File: src/pkg/dmaf_map.vh
// Purpose: constants for the data memory addressing and flag block
// Assumes: 32-bit APB data, byte addresses
// Notes: register offsets are byte addresses on the APB side
`ifndef DMAF_MAP_VH
`define DMAF_MAP_VH
// apb register offsets
`define DMAF_OFF_BANK 12'h000
`define DMAF_OFF_FLAGS 12'h004
`define DMAF_OFF_PTR0 12'h008
`define DMAF_OFF_PTR1 12'h00C
`define DMAF_OFF_PTR2 12'h010
`define DMAF_OFF_CTRL 12'h014
`define DMAF_OFF_STAT 12'h018
// reset values
`define DMAF_RST_BANK 8'h00
`define DMAF_RST_FLAGS 5'h00
`define DMAF_RST_PTR 12'h000
`define DMAF_RST_IMPL 16'hFFFF
// flag bit positions
`define DMAF_F_C 0
`define DMAF_F_DIGIT 1
`define DMAF_F_Z 2
`define DMAF_F_WRAP 3
`define DMAF_F_N 4
// core-side data addresses of the pointer, indirect, flag and bank locations, and the access bank split
`define DMAF_ADR_IDX2 12'hFDB
`define DMAF_ADR_PRE2 12'hFDC
`define DMAF_ADR_PDEC2 12'hFDD
`define DMAF_ADR_PINC2 12'hFDE
`define DMAF_ADR_PLAIN2 12'hFDF
`define DMAF_ADR_IDX1 12'hFE3
`define DMAF_ADR_PLAIN1 12'hFE7
`define DMAF_ADR_IDX0 12'hFEB
`define DMAF_ADR_PLAIN0 12'hFEF
`define DMAF_ADR_PTR2_LO 12'hFD9
`define DMAF_ADR_PTR2_HI 12'hFDA
`define DMAF_ADR_PTR1_LO 12'hFE1
`define DMAF_ADR_PTR1_HI 12'hFE2
`define DMAF_ADR_PTR0_LO 12'hFE9
`define DMAF_ADR_PTR0_HI 12'hFEA
`define DMAF_ADR_FLAGS 12'hFD8
`define DMAF_ADR_BANK 12'hFE0
`define DMAF_ACC_SPLIT 8'h60
// alu operations
`define DMAF_OP_NONE 3'h0
`define DMAF_OP_ADD 3'h1
`define DMAF_OP_SUB 3'h2
`define DMAF_OP_LOGIC 3'h3
`define DMAF_OP_RLEFT 3'h4
`define DMAF_OP_RRIGHT 3'h5
`endif

File: src/core/dmaf_top.v
// Purpose: data memory address generation, indirect pointers and alu flag register
// Assumes: core strobes are one-cycle pulses synchronous to pclk; ram read data is valid in the ram_en cycle
// Notes: apb slave answers with zero wait states
//
// Local design decisions: the APB interface to the registers and the placing of the registers.
`timescale 1ns/10ps
`default_nettype none
`include "dmaf_map.vh"

// Functional notes
// [RULE1] bank select low nibble forms address top
// [RULE2] bank select upper nibble reads zero
// [RULE3] unimplemented bank: read zero, write ignored; the code still reads and writes the registers held here
// [RULE4] sixteen banks of 256 bytes
// [RULE5] move file to file ignores bank
// [RULE6] access bit overrides bank select
// [RULE7] three 12-bit pointers as byte pairs
// [RULE8] indirect locations access pointed memory
// [RULE9] self-pointing indirect: read zero, write nop
// [RULE10] five access modes per pointer
// [RULE11] indexed adds signed working register
// [RULE12] pointer stepping leaves flags alone
// [RULE13] pointer steps carry across 12 bits
// [RULE14] write to pointer beats auto step
// [RULE15] computed flags beat data write
// [RULE16] flag bits 7 to 5 read zero
// [RULE17] negative copies result msb
// [RULE18] overflow on signed sign change
// [RULE19] zero set on zero result
// [RULE20] digit carry from bit 3 or rotate
// [RULE21] carry from result msb
// [RULE22] rotate loads carry from end bit
// [RULE23] subtract carries act as inverted borrow
// [RULE24] indexed sum wraps, offset sign-extended
module dmaf_top (
  // clock and reset
  input wire pclk,
  input wire presetn,
  // apb slave
  input wire psel,
  input wire penable,
  input wire pwrite,
  input wire [11:0] paddr,
  input wire [31:0] pwdata,
  output reg [31:0] prdata,
  output reg pready,
  output reg pslverr,
  // core access request
  input wire core_req,
  input wire core_we,
  input wire [7:0] core_addr,
  input wire core_access,
  input wire core_mff,
  input wire [11:0] core_mff_addr,
  input wire [7:0] core_wdata,
  input wire [7:0] working_register,
  input wire core_bank_load,
  input wire [7:0] core_bank_lit,
  // alu flag update
  input wire [2:0] alu_op,
  input wire [7:0] alu_a,
  input wire [7:0] alu_b,
  input wire alu_cin,
  input wire [7:0] alu_result,
  // core answer
  output reg [7:0] core_rdata,
  output reg core_rvalid,
  output reg [7:0] alu_flags,
  output reg [7:0] bank_select_reg,
  // static ram port
  output reg ram_en,
  output reg ram_we,
  output reg [11:0] ram_addr,
  output reg [7:0] ram_wdata,
  input wire [7:0] ram_rdata
);

  reg [11:0] indirect_pointer [0:2];
  reg [15:0] bank_impl;
  reg [1:0] rd_state;
  reg rd_zero;
  reg [7:0] rd_local;
  reg rd_use_local;
  reg [7:0] next_flags;
  reg [11:0] eff_addr;
  reg is_ind;
  reg [1:0] ind_sel;
  reg [2:0] ind_mode;
  reg self_ptr;
  reg [5:0] self_dec;
  reg [3:0] sel_bank;
  reg [8:0] sum9;
  reg [4:0] sum5;
  reg [7:0] b_eff;
  reg [31:0] rd_mux;
  reg addr_ok;
  reg [7:0] loc_data;
  reg loc_hit;
  wire [11:0] full_addr;
  wire apb_wr;
  wire apb_rd;
  wire bank_ok;

  localparam ST_IDLE = 2'b01;
  localparam ST_WAIT = 2'b10;

  // a write lands in the access cycle, a read is captured at setup
  assign apb_wr = psel & penable & pwrite & pready;
  assign apb_rd = psel & ~penable & ~pwrite;

  // direct address: access bank split or bank select nibble
  always @* begin
    sel_bank = bank_select_reg[3:0]; // [RULE1]
    if (core_access) begin
      sel_bank = (core_addr < `DMAF_ACC_SPLIT) ? 4'h0 : 4'hF; // [RULE6]
    end
  end
  // move file to file takes the whole address [RULE5]
  assign full_addr = core_mff ? core_mff_addr : {sel_bank, core_addr}; // [RULE4]

  // indirect location decode: which pointer and which mode
  // every pointer owns five consecutive addresses, the low three bits less three give the mode
  function [5:0] dmaf_ind_decode;
    input [11:0] a;
    reg [1:0] p;
    reg [2:0] m;
    reg hit;
    begin
      p = 2'd0;
      m = 3'd0;
      hit = 1'b0;
      if (a >= `DMAF_ADR_IDX2 && a <= `DMAF_ADR_PLAIN2) begin
        hit = 1'b1;
        p = 2'd2;
        m = a[2:0] - 3'd3;
      end else if (a >= `DMAF_ADR_IDX1 && a <= `DMAF_ADR_PLAIN1) begin
        hit = 1'b1;
        p = 2'd1;
        m = a[2:0] - 3'd3;
      end else if (a >= `DMAF_ADR_IDX0 && a <= `DMAF_ADR_PLAIN0) begin
        hit = 1'b1;
        p = 2'd0;
        m = a[2:0] - 3'd3;
      end
      dmaf_ind_decode = {hit, p, m};
    end
  endfunction

  // effective address; modes 0 indexed, 1 preinc, 2 postdec, 3 postinc, 4 plain [RULE10]
  always @* begin
    {is_ind, ind_sel, ind_mode} = dmaf_ind_decode(full_addr); // [RULE8]
    eff_addr = full_addr;
    if (is_ind) begin
      eff_addr = indirect_pointer[ind_sel];
      if (ind_mode == 3'd0) begin
        // sign-extended offset, sum wraps in 12 bits [RULE11] [RULE24]
        eff_addr = indirect_pointer[ind_sel] + {{4{working_register[7]}}, working_register};
      end else if (ind_mode == 3'd1) begin
        eff_addr = indirect_pointer[ind_sel] + 12'h001;
      end
    end
    // a pointer aiming at an indirect location would loop, so the access is refused
    self_dec = dmaf_ind_decode(eff_addr);
    self_ptr = is_ind & self_dec[5]; // [RULE9]
  end

  // a bank left out of the implemented mask neither stores nor answers, except the registers held here [RULE3]
  assign bank_ok = bank_impl[eff_addr[11:8]];

  // registers held here answer core reads themselves, not the ram copy [RULE7]
  always @* begin
    loc_hit = 1'b1;
    case (eff_addr)
      `DMAF_ADR_FLAGS: loc_data = alu_flags;
      `DMAF_ADR_BANK: loc_data = bank_select_reg;
      `DMAF_ADR_PTR0_LO: loc_data = indirect_pointer[0][7:0];
      `DMAF_ADR_PTR0_HI: loc_data = {4'h0, indirect_pointer[0][11:8]};
      `DMAF_ADR_PTR1_LO: loc_data = indirect_pointer[1][7:0];
      `DMAF_ADR_PTR1_HI: loc_data = {4'h0, indirect_pointer[1][11:8]};
      `DMAF_ADR_PTR2_LO: loc_data = indirect_pointer[2][7:0];
      `DMAF_ADR_PTR2_HI: loc_data = {4'h0, indirect_pointer[2][11:8]};
      default: begin
        loc_data = 8'h00;
        loc_hit = 1'b0;
      end
    endcase
  end

  // alu flag computation, write suppression of the five flags
  always @* begin
    next_flags = alu_flags;
    // subtract adds the inverted operand plus carry in, so carries read as inverted borrows
    b_eff = (alu_op == `DMAF_OP_SUB) ? ~alu_b : alu_b; // [RULE23]
    sum9 = {1'b0, alu_a} + {1'b0, b_eff} + {8'h00, alu_cin};
    sum5 = {1'b0, alu_a[3:0]} + {1'b0, b_eff[3:0]} + {4'h0, alu_cin};
    case (alu_op)
      `DMAF_OP_ADD, `DMAF_OP_SUB: begin
        next_flags[`DMAF_F_C] = sum9[8]; // [RULE21]
        next_flags[`DMAF_F_DIGIT] = sum5[4]; // [RULE20]
        next_flags[`DMAF_F_WRAP] = (alu_a[7] == b_eff[7]) && (sum9[7] != alu_a[7]); // [RULE18]
        next_flags[`DMAF_F_Z] = (alu_result == 8'h00); // [RULE19]
        next_flags[`DMAF_F_N] = alu_result[7]; // [RULE17]
      end
      `DMAF_OP_LOGIC: begin
        next_flags[`DMAF_F_Z] = (alu_result == 8'h00);
        next_flags[`DMAF_F_N] = alu_result[7];
      end
      `DMAF_OP_RLEFT: begin
        next_flags[`DMAF_F_C] = alu_a[7]; // [RULE22]
        next_flags[`DMAF_F_DIGIT] = alu_a[3];
        next_flags[`DMAF_F_Z] = (alu_result == 8'h00);
        next_flags[`DMAF_F_N] = alu_result[7];
      end
      `DMAF_OP_RRIGHT: begin
        next_flags[`DMAF_F_C] = alu_a[0];
        next_flags[`DMAF_F_DIGIT] = alu_a[4];
        next_flags[`DMAF_F_Z] = (alu_result == 8'h00);
        next_flags[`DMAF_F_N] = alu_result[7];
      end
      default: begin
        next_flags = alu_flags;
      end
    endcase
    // a data write reaches the flag register only when no alu result claims it
    if (core_req & core_we & (eff_addr == `DMAF_ADR_FLAGS) & (alu_op == `DMAF_OP_NONE)) begin
      next_flags = {3'b000, core_wdata[4:0]};
    end
    if (core_req & ~core_we & self_ptr) begin
      next_flags[`DMAF_F_Z] = 1'b1; // [RULE9]
    end
    next_flags[7:5] = 3'b000; // [RULE16]
  end

  // pointer, bank and flag registers
  always @(posedge pclk or negedge presetn) begin
    if (!presetn) begin
      indirect_pointer[0] <= `DMAF_RST_PTR;
      indirect_pointer[1] <= `DMAF_RST_PTR;
      indirect_pointer[2] <= `DMAF_RST_PTR;
      bank_select_reg <= `DMAF_RST_BANK;
      alu_flags <= {3'b000, `DMAF_RST_FLAGS};
      bank_impl <= `DMAF_RST_IMPL;
    end else begin
      // auto step on 12 bits, flags untouched [RULE12] [RULE13]
      // a refused self-pointing access leaves the pointer where it is
      if (core_req & is_ind & ~self_ptr) begin
        if (ind_mode == 3'd1 || ind_mode == 3'd3) begin
          indirect_pointer[ind_sel] <= indirect_pointer[ind_sel] + 12'h001;
        end else if (ind_mode == 3'd2) begin
          indirect_pointer[ind_sel] <= indirect_pointer[ind_sel] - 12'h001;
        end
      end
      // core writes to pointer bytes come later and win [RULE7] [RULE14]
      if (core_req & core_we & ~self_ptr) begin
        case (eff_addr)
          `DMAF_ADR_PTR0_LO: indirect_pointer[0][7:0] <= core_wdata;
          `DMAF_ADR_PTR0_HI: indirect_pointer[0][11:8] <= core_wdata[3:0];
          `DMAF_ADR_PTR1_LO: indirect_pointer[1][7:0] <= core_wdata;
          `DMAF_ADR_PTR1_HI: indirect_pointer[1][11:8] <= core_wdata[3:0];
          `DMAF_ADR_PTR2_LO: indirect_pointer[2][7:0] <= core_wdata;
          `DMAF_ADR_PTR2_HI: indirect_pointer[2][11:8] <= core_wdata[3:0];
          `DMAF_ADR_BANK: bank_select_reg <= {4'h0, core_wdata[3:0]}; // [RULE2]
          default: begin
          end
        endcase
      end
      if (core_bank_load) begin
        bank_select_reg <= {4'h0, core_bank_lit[3:0]};
      end
      // computed flags win over a data write to the flag register [RULE15]
      if (core_req | (alu_op != `DMAF_OP_NONE)) begin
        alu_flags <= next_flags;
      end
      // apb writes
      if (apb_wr) begin
        case (paddr)
          `DMAF_OFF_BANK: bank_select_reg <= {4'h0, pwdata[3:0]};
          // an alu result in the same cycle outranks the bus write
          `DMAF_OFF_FLAGS: begin
            if (alu_op == `DMAF_OP_NONE) begin
              alu_flags <= {3'b000, pwdata[4:0]};
            end
          end
          `DMAF_OFF_PTR0: indirect_pointer[0] <= pwdata[11:0];
          `DMAF_OFF_PTR1: indirect_pointer[1] <= pwdata[11:0];
          `DMAF_OFF_PTR2: indirect_pointer[2] <= pwdata[11:0];
          `DMAF_OFF_CTRL: bank_impl <= pwdata[15:0];
          default: begin
          end
        endcase
      end
    end
  end

  // ram strobes and read return
  always @(posedge pclk or negedge presetn) begin
    if (!presetn) begin
      ram_en <= 1'b0;
      ram_we <= 1'b0;
      ram_addr <= 12'h000;
      ram_wdata <= 8'h00;
      rd_state <= ST_IDLE;
      rd_zero <= 1'b0;
      rd_use_local <= 1'b0;
      rd_local <= 8'h00;
      core_rdata <= 8'h00;
      core_rvalid <= 1'b0;
    end else begin
      ram_en <= 1'b0;
      ram_we <= 1'b0;
      core_rvalid <= 1'b0;
      case (rd_state)
        ST_IDLE: begin
          if (core_req) begin
            ram_addr <= eff_addr;
            ram_wdata <= core_wdata;
            // missing bank: ram write dropped, read zero unless a register held here [RULE3]
            ram_en <= ~self_ptr & bank_ok;
            ram_we <= core_we & ~self_ptr & bank_ok;
            if (!core_we) begin
              rd_zero <= self_ptr | (~bank_ok & ~loc_hit);
              rd_use_local <= loc_hit;
              rd_local <= loc_data;
              rd_state <= ST_WAIT;
            end
          end
        end
        // requests arriving here get no ram access or read answer, but still step pointers and write registers; the core spaces its reads
        ST_WAIT: begin
          core_rvalid <= 1'b1;
          core_rdata <= rd_zero ? 8'h00 : (rd_use_local ? rd_local : ram_rdata);
          rd_state <= ST_IDLE;
        end
        default: begin
          rd_state <= ST_IDLE;
        end
      endcase
    end
  end

  // apb read mux
  always @* begin
    addr_ok = 1'b1;
    case (paddr)
      `DMAF_OFF_BANK: rd_mux = {24'h0, bank_select_reg};
      `DMAF_OFF_FLAGS: rd_mux = {24'h0, alu_flags};
      `DMAF_OFF_PTR0: rd_mux = {20'h0, indirect_pointer[0]};
      `DMAF_OFF_PTR1: rd_mux = {20'h0, indirect_pointer[1]};
      `DMAF_OFF_PTR2: rd_mux = {20'h0, indirect_pointer[2]};
      `DMAF_OFF_CTRL: rd_mux = {16'h0, bank_impl};
      `DMAF_OFF_STAT: rd_mux = {30'h0, rd_state};
      default: begin
        rd_mux = 32'h0;
        addr_ok = 1'b0;
      end
    endcase
  end

  // apb answer: zero wait, error on unmapped address
  always @(posedge pclk or negedge presetn) begin
    if (!presetn) begin
      prdata <= 32'h0;
      pready <= 1'b0;
      pslverr <= 1'b0;
    end else begin
      // pready follows every setup cycle, so a transfer never waits
      pready <= psel & ~penable;
      pslverr <= psel & ~penable & ~addr_ok;
      if (apb_rd) begin
        prdata <= rd_mux;
      end
    end
  end

endmodule // dmaf_top
`default_nettype wire

File: config.mk
export PLATFORM = sky130hd
export DESIGN_NAME = dmaf_top
export DESIGN_NICKNAME = d
export VERILOG_FILES = /design/src/core/dmaf_top.v
export VERILOG_INCLUDE_DIRS = /design/src /design/src/pkg
export SDC_FILE = /design/constraint.sdc
export NUM_CORES = 1
export LEC_CHECK = 0
export BUFFER_PORTS_ARGS = -buffer_cell sky130_fd_sc_hd__buf_2
export CAP_MARGIN = 20
export CORE_MARGIN = 4
export CORE_UTILIZATION = 50
export DETAILED_ROUTE_END_ITERATION = 8
export GPL_ROUTABILITY_DRIVEN = 0
export PLACE_DENSITY = 0.74
export SLEW_MARGIN = 30
export SYNTH_ARGS = -nofsm -noshare
export SYNTH_HDL_FRONTEND = slang
export SYNTH_SLANG_ARGS = --single-unit
File: constraint.sdc
create_clock -name pclk -period 8.1 [get_ports pclk]
set_clock_uncertainty 0.1 [all_clocks]
set_input_delay 0 -clock pclk [delete_from_list [all_inputs] [get_ports pclk]]
set_output_delay 0 -clock pclk [all_outputs]
set_load 0.03 [all_outputs]
==> impl_metrics.ini <==
[status]
status = finished, violations left
violations = design-rule violations

[drt]
vias = 12040
wirelength_mm = 42.6
avgViaCountPerCell = 6.98
post_drt_wl_per_cell_um = 24.7
dr.pass1.iters = 9
ant_nets = 0
drc = 60
dr.first_iter.drc_count = 2201

[critical_path]
crit_top_cell = o31ai_1
startpoint_type = register
worstPathRequired_ps = 8300
crit_arrival_ps = 7870
r2r_end = bank_select_reg[2]
crit_path_max_incr_delay_ps = 790
slowest_stage = or4_1
ff2ff_path_depth = 21
rr_startpoint = bank_select_reg[0]
cp_num_cells = 21
crit_path_end_kind = register
path_cells = a32o_1, a21oi_1, a2111o_1, nor2_1, or2_2, inv_1, ha_1, fa_1, a21o_1, a21boi_0, o21a_1, o31ai_1, xnor2_1, a31oi_1, nand3_1, nor4_2, nand2_1, or4_1, a221oi_1, o31ai_1, dlygate4sd3_1
r2r_slack_ps = 430
cp_top_family = simple AND/OR/NAND/NOR gates
crit_path_max_fanout = 25
path_class = register to register
cp_num_buf_inv = 2

[power_and_ir_drop]
p_comb_frac = 0.243
sw_frac_of_total = 0.328
leakage_uw = 0.00543
clock_power_share = 0.398
p_per_area_mw_per_mm2 = 163
pwr-share-seq = 0.359
switchingPower_uw = 680
internal-power_uw = 1390
vdd_ir_drop_max_mv = 0.130

[floorplan]
die_y_um = 153
core-area_mm2 = 0.0204
start_util = 0.513
fp-row-count = 52
dieArea_mm2 = 0.0234
io_pins = 215
dieWidth_um = 153

[hold_path]
hp-start = alu_result[7]
hold_depth = 5
hold_class = input pin to register
hold_path_end = alu_flags[4]

[grt]
grt_overflow = 0
grt_usage = 0.348
antenna_found_initial = 1
grt_max_degree = 81
grt_pass1_vias = 11391
grt_pass1_wl_mm = 64.3

[finish]
reg_top3 = indirect_pointer (36), bank_impl (16), prdata (16)
top_register = indirect_pointer
area_growth_syn_to_layout_pct = 20.9
finalNetCount = 1598
drive_gt1_frac = 0.224
layout_commonest_cell = buf_2
n_antenna_cell = 0
final_cell_mix = buf_2 (177), nand2_1 (127), dfrtp_1 (112), nor2_1 (102), a21oi_1 (72)
largest_register_ffs = 36

[synthesis]
yosys_warnings = 0
ys_seq_elements = 129
synth_top_family_by_area = compound AO/OA/AOI/OAI gates
synth-edff-count = 0
synth_xor_area_frac = 0.0251
synth_compound_area_frac = 0.288
seq_area_frac_synth = 0.310
synth-simple-area-share = 0.218
synth_flop_cell = dfrtp_1
synth_fa_ha_area_frac = 0.0282
synthMuxAreaShare = 0.0726
syn-mean-instance-area_um2 = 8.41
synthDistinctLibCells = 94
netlist_instances = 1247
syn-cell-area_mm2 = 0.0105
synthArstFlopShare = 1.00

[place]
portBuffers = 178
dp_hpwl_mm = 30.8

[sta]
post-route-period-util = 0.946
setup_tns_ps = 0
finalMaxSlewViolations = 0
setup_viol = 0
period_needed_ps = 7670
tightest_slew_ps = 951
holdWs_ps = 31.0
hold_violations = 0
rsz0062_at_grt = no
fmaxAchievable_mhz = 130
relSlewSlack = 0.366

[clock_network]
htree_num_levels = 4
cts_buffers = 17
cts_root_buffer = clkbuf_16
clk_latency_ps = 430
clk_pin_slew_ps = 60
clock_sinks = 129
post_cts_buffers = 0
cts_buffer_depth = 2
tritoncts = done

[flow_run]
cap_viol_max_count = 0
[final cells by class]
cell class                      count  area (µm²)
Clock buffer                       19         443
Multi-Input combinational cell   1008        6710
Clock inverter                     13         185
Inverter                           25        93.8
Fill cell                        1797        7750
Tap cell                          270         338
Timing Repair Buffer              260        1660
Sequential cell                   129        3250
[stage by stage]
stage	total power, µW	utilization	setup WS [ps]	cell area (µm²)	cells
floorplan	1050	-	2870	10500	1262
global placement	1210	0.560	1310	11400	1633
detailed placement	1210	0.561	1220	11500	1633
CTS	2050	0.620	851	12700	1724
global route	2130	0.621	219	12700	1724
finish	2070	0.621	435	12700	1724
[per-layer routing]
layer	track usage	up-vias	wire, µm
li1	-	5131	-
met1	0.434	5699	15400
met2	0.536	955	18600
met3	0.133	249	6210
met4	0.155	6	2350
met5	0.0104	-	80
[worst max path at each step]
stage	start	to	slack, ps
floorplan	core_mff	bank_select_reg[1]	2870
global placement	core_mff	bank_select_reg[2]	1310
detailed placement	core_mff	bank_select_reg[2]	1220
CTS	bank_select_reg[0]	bank_select_reg[2]	850
global route	bank_select_reg[0]	bank_select_reg[2]	220
finish	bank_select_reg[0]	bank_select_reg[2]	430
[synthesized netlist by cell type (9+ instances only)]
| library cell | instances | area [µm²] |
|---|---|---|
| inv_1 | 24 | 90.1 |
| buf_2 | 13 | 65.1 |
| clkbuf_1 | 50 | 188 |
| nor2_1 | 102 | 383 |
| o21ai_0 | 66 | 330 |
| o211ai_1 | 12 | 90.1 |
| nand2b_1 | 17 | 106 |
| nand3_1 | 46 | 230 |
| nand2_1 | 127 | 477 |
| mux2i_1 | 36 | 360 |
| o31ai_1 | 13 | 97.6 |
| o32ai_1 | 10 | 87.6 |
| xor2_1 | 15 | 131 |
| and3_1 | 18 | 113 |
| a21oi_1 | 72 | 360 |
| mux2_2 | 33 | 372 |
| a31oi_1 | 15 | 93.8 |
| and2_1 | 22 | 138 |
| or2_2 | 9 | 56.3 |
| a211oi_1 | 27 | 203 |
| ha_1 | 22 | 275 |
| dfrtp_1 | 112 | 2800 |
| dfstp_2 | 17 | 447 |
| a222oi_1 | 18 | 180 |
| or3_1 | 14 | 87.6 |
| buf_4 | 25 | 188 |
| o22ai_1 | 19 | 119 |
| a21o_1 | 13 | 97.6 |
| o22a_1 | 10 | 87.6 |
| nor4_1 | 15 | 93.8 |
| a221oi_1 | 10 | 87.6 |
| nor3_1 | 47 | 235 |
| xnor2_1 | 15 | 131 |
| a22oi_1 | 27 | 203 |
[power by group through the flow]
stage	Clock, µW	Combinational, µW	Sequential (µW)
3_5_place_dp	0	464	750
4_1_cts	822	487	740
6_report	825	503	743
3_3_place_gp	0	457	749
5_1_grt	852	533	747
2_1_floorplan	0	225	821
[cell families after synthesis]
| group | Yosys count |
|---|---|
| AND/OR/NAND/NOR | 457 |
| AO/OA/AOI/OAI | 411 |
| flip-flops | 129 |
| buffers and inverters | 125 |
| multiplexers | 71 |
| XOR/XNOR | 30 |
| adder cells (fa/ha/maj) | 23 |
| other | 1 |
[tightest hold or removal path: stages]
cell and delay (ps):
buf_2 100, mux2i_1 70, a21oi_1 120, a21oi_1 60, o22ai_1 150
[repair_timing]
| item | 4_1_cts | 5_1_grt |
|---|---|---|
| resized for setup | 0 | 0 |
| endpoints found under the hold margin | 143 | 0 |
| hold buffers | 59 | 0 |
Note: power is estimated with default switching activity, not from simulation.
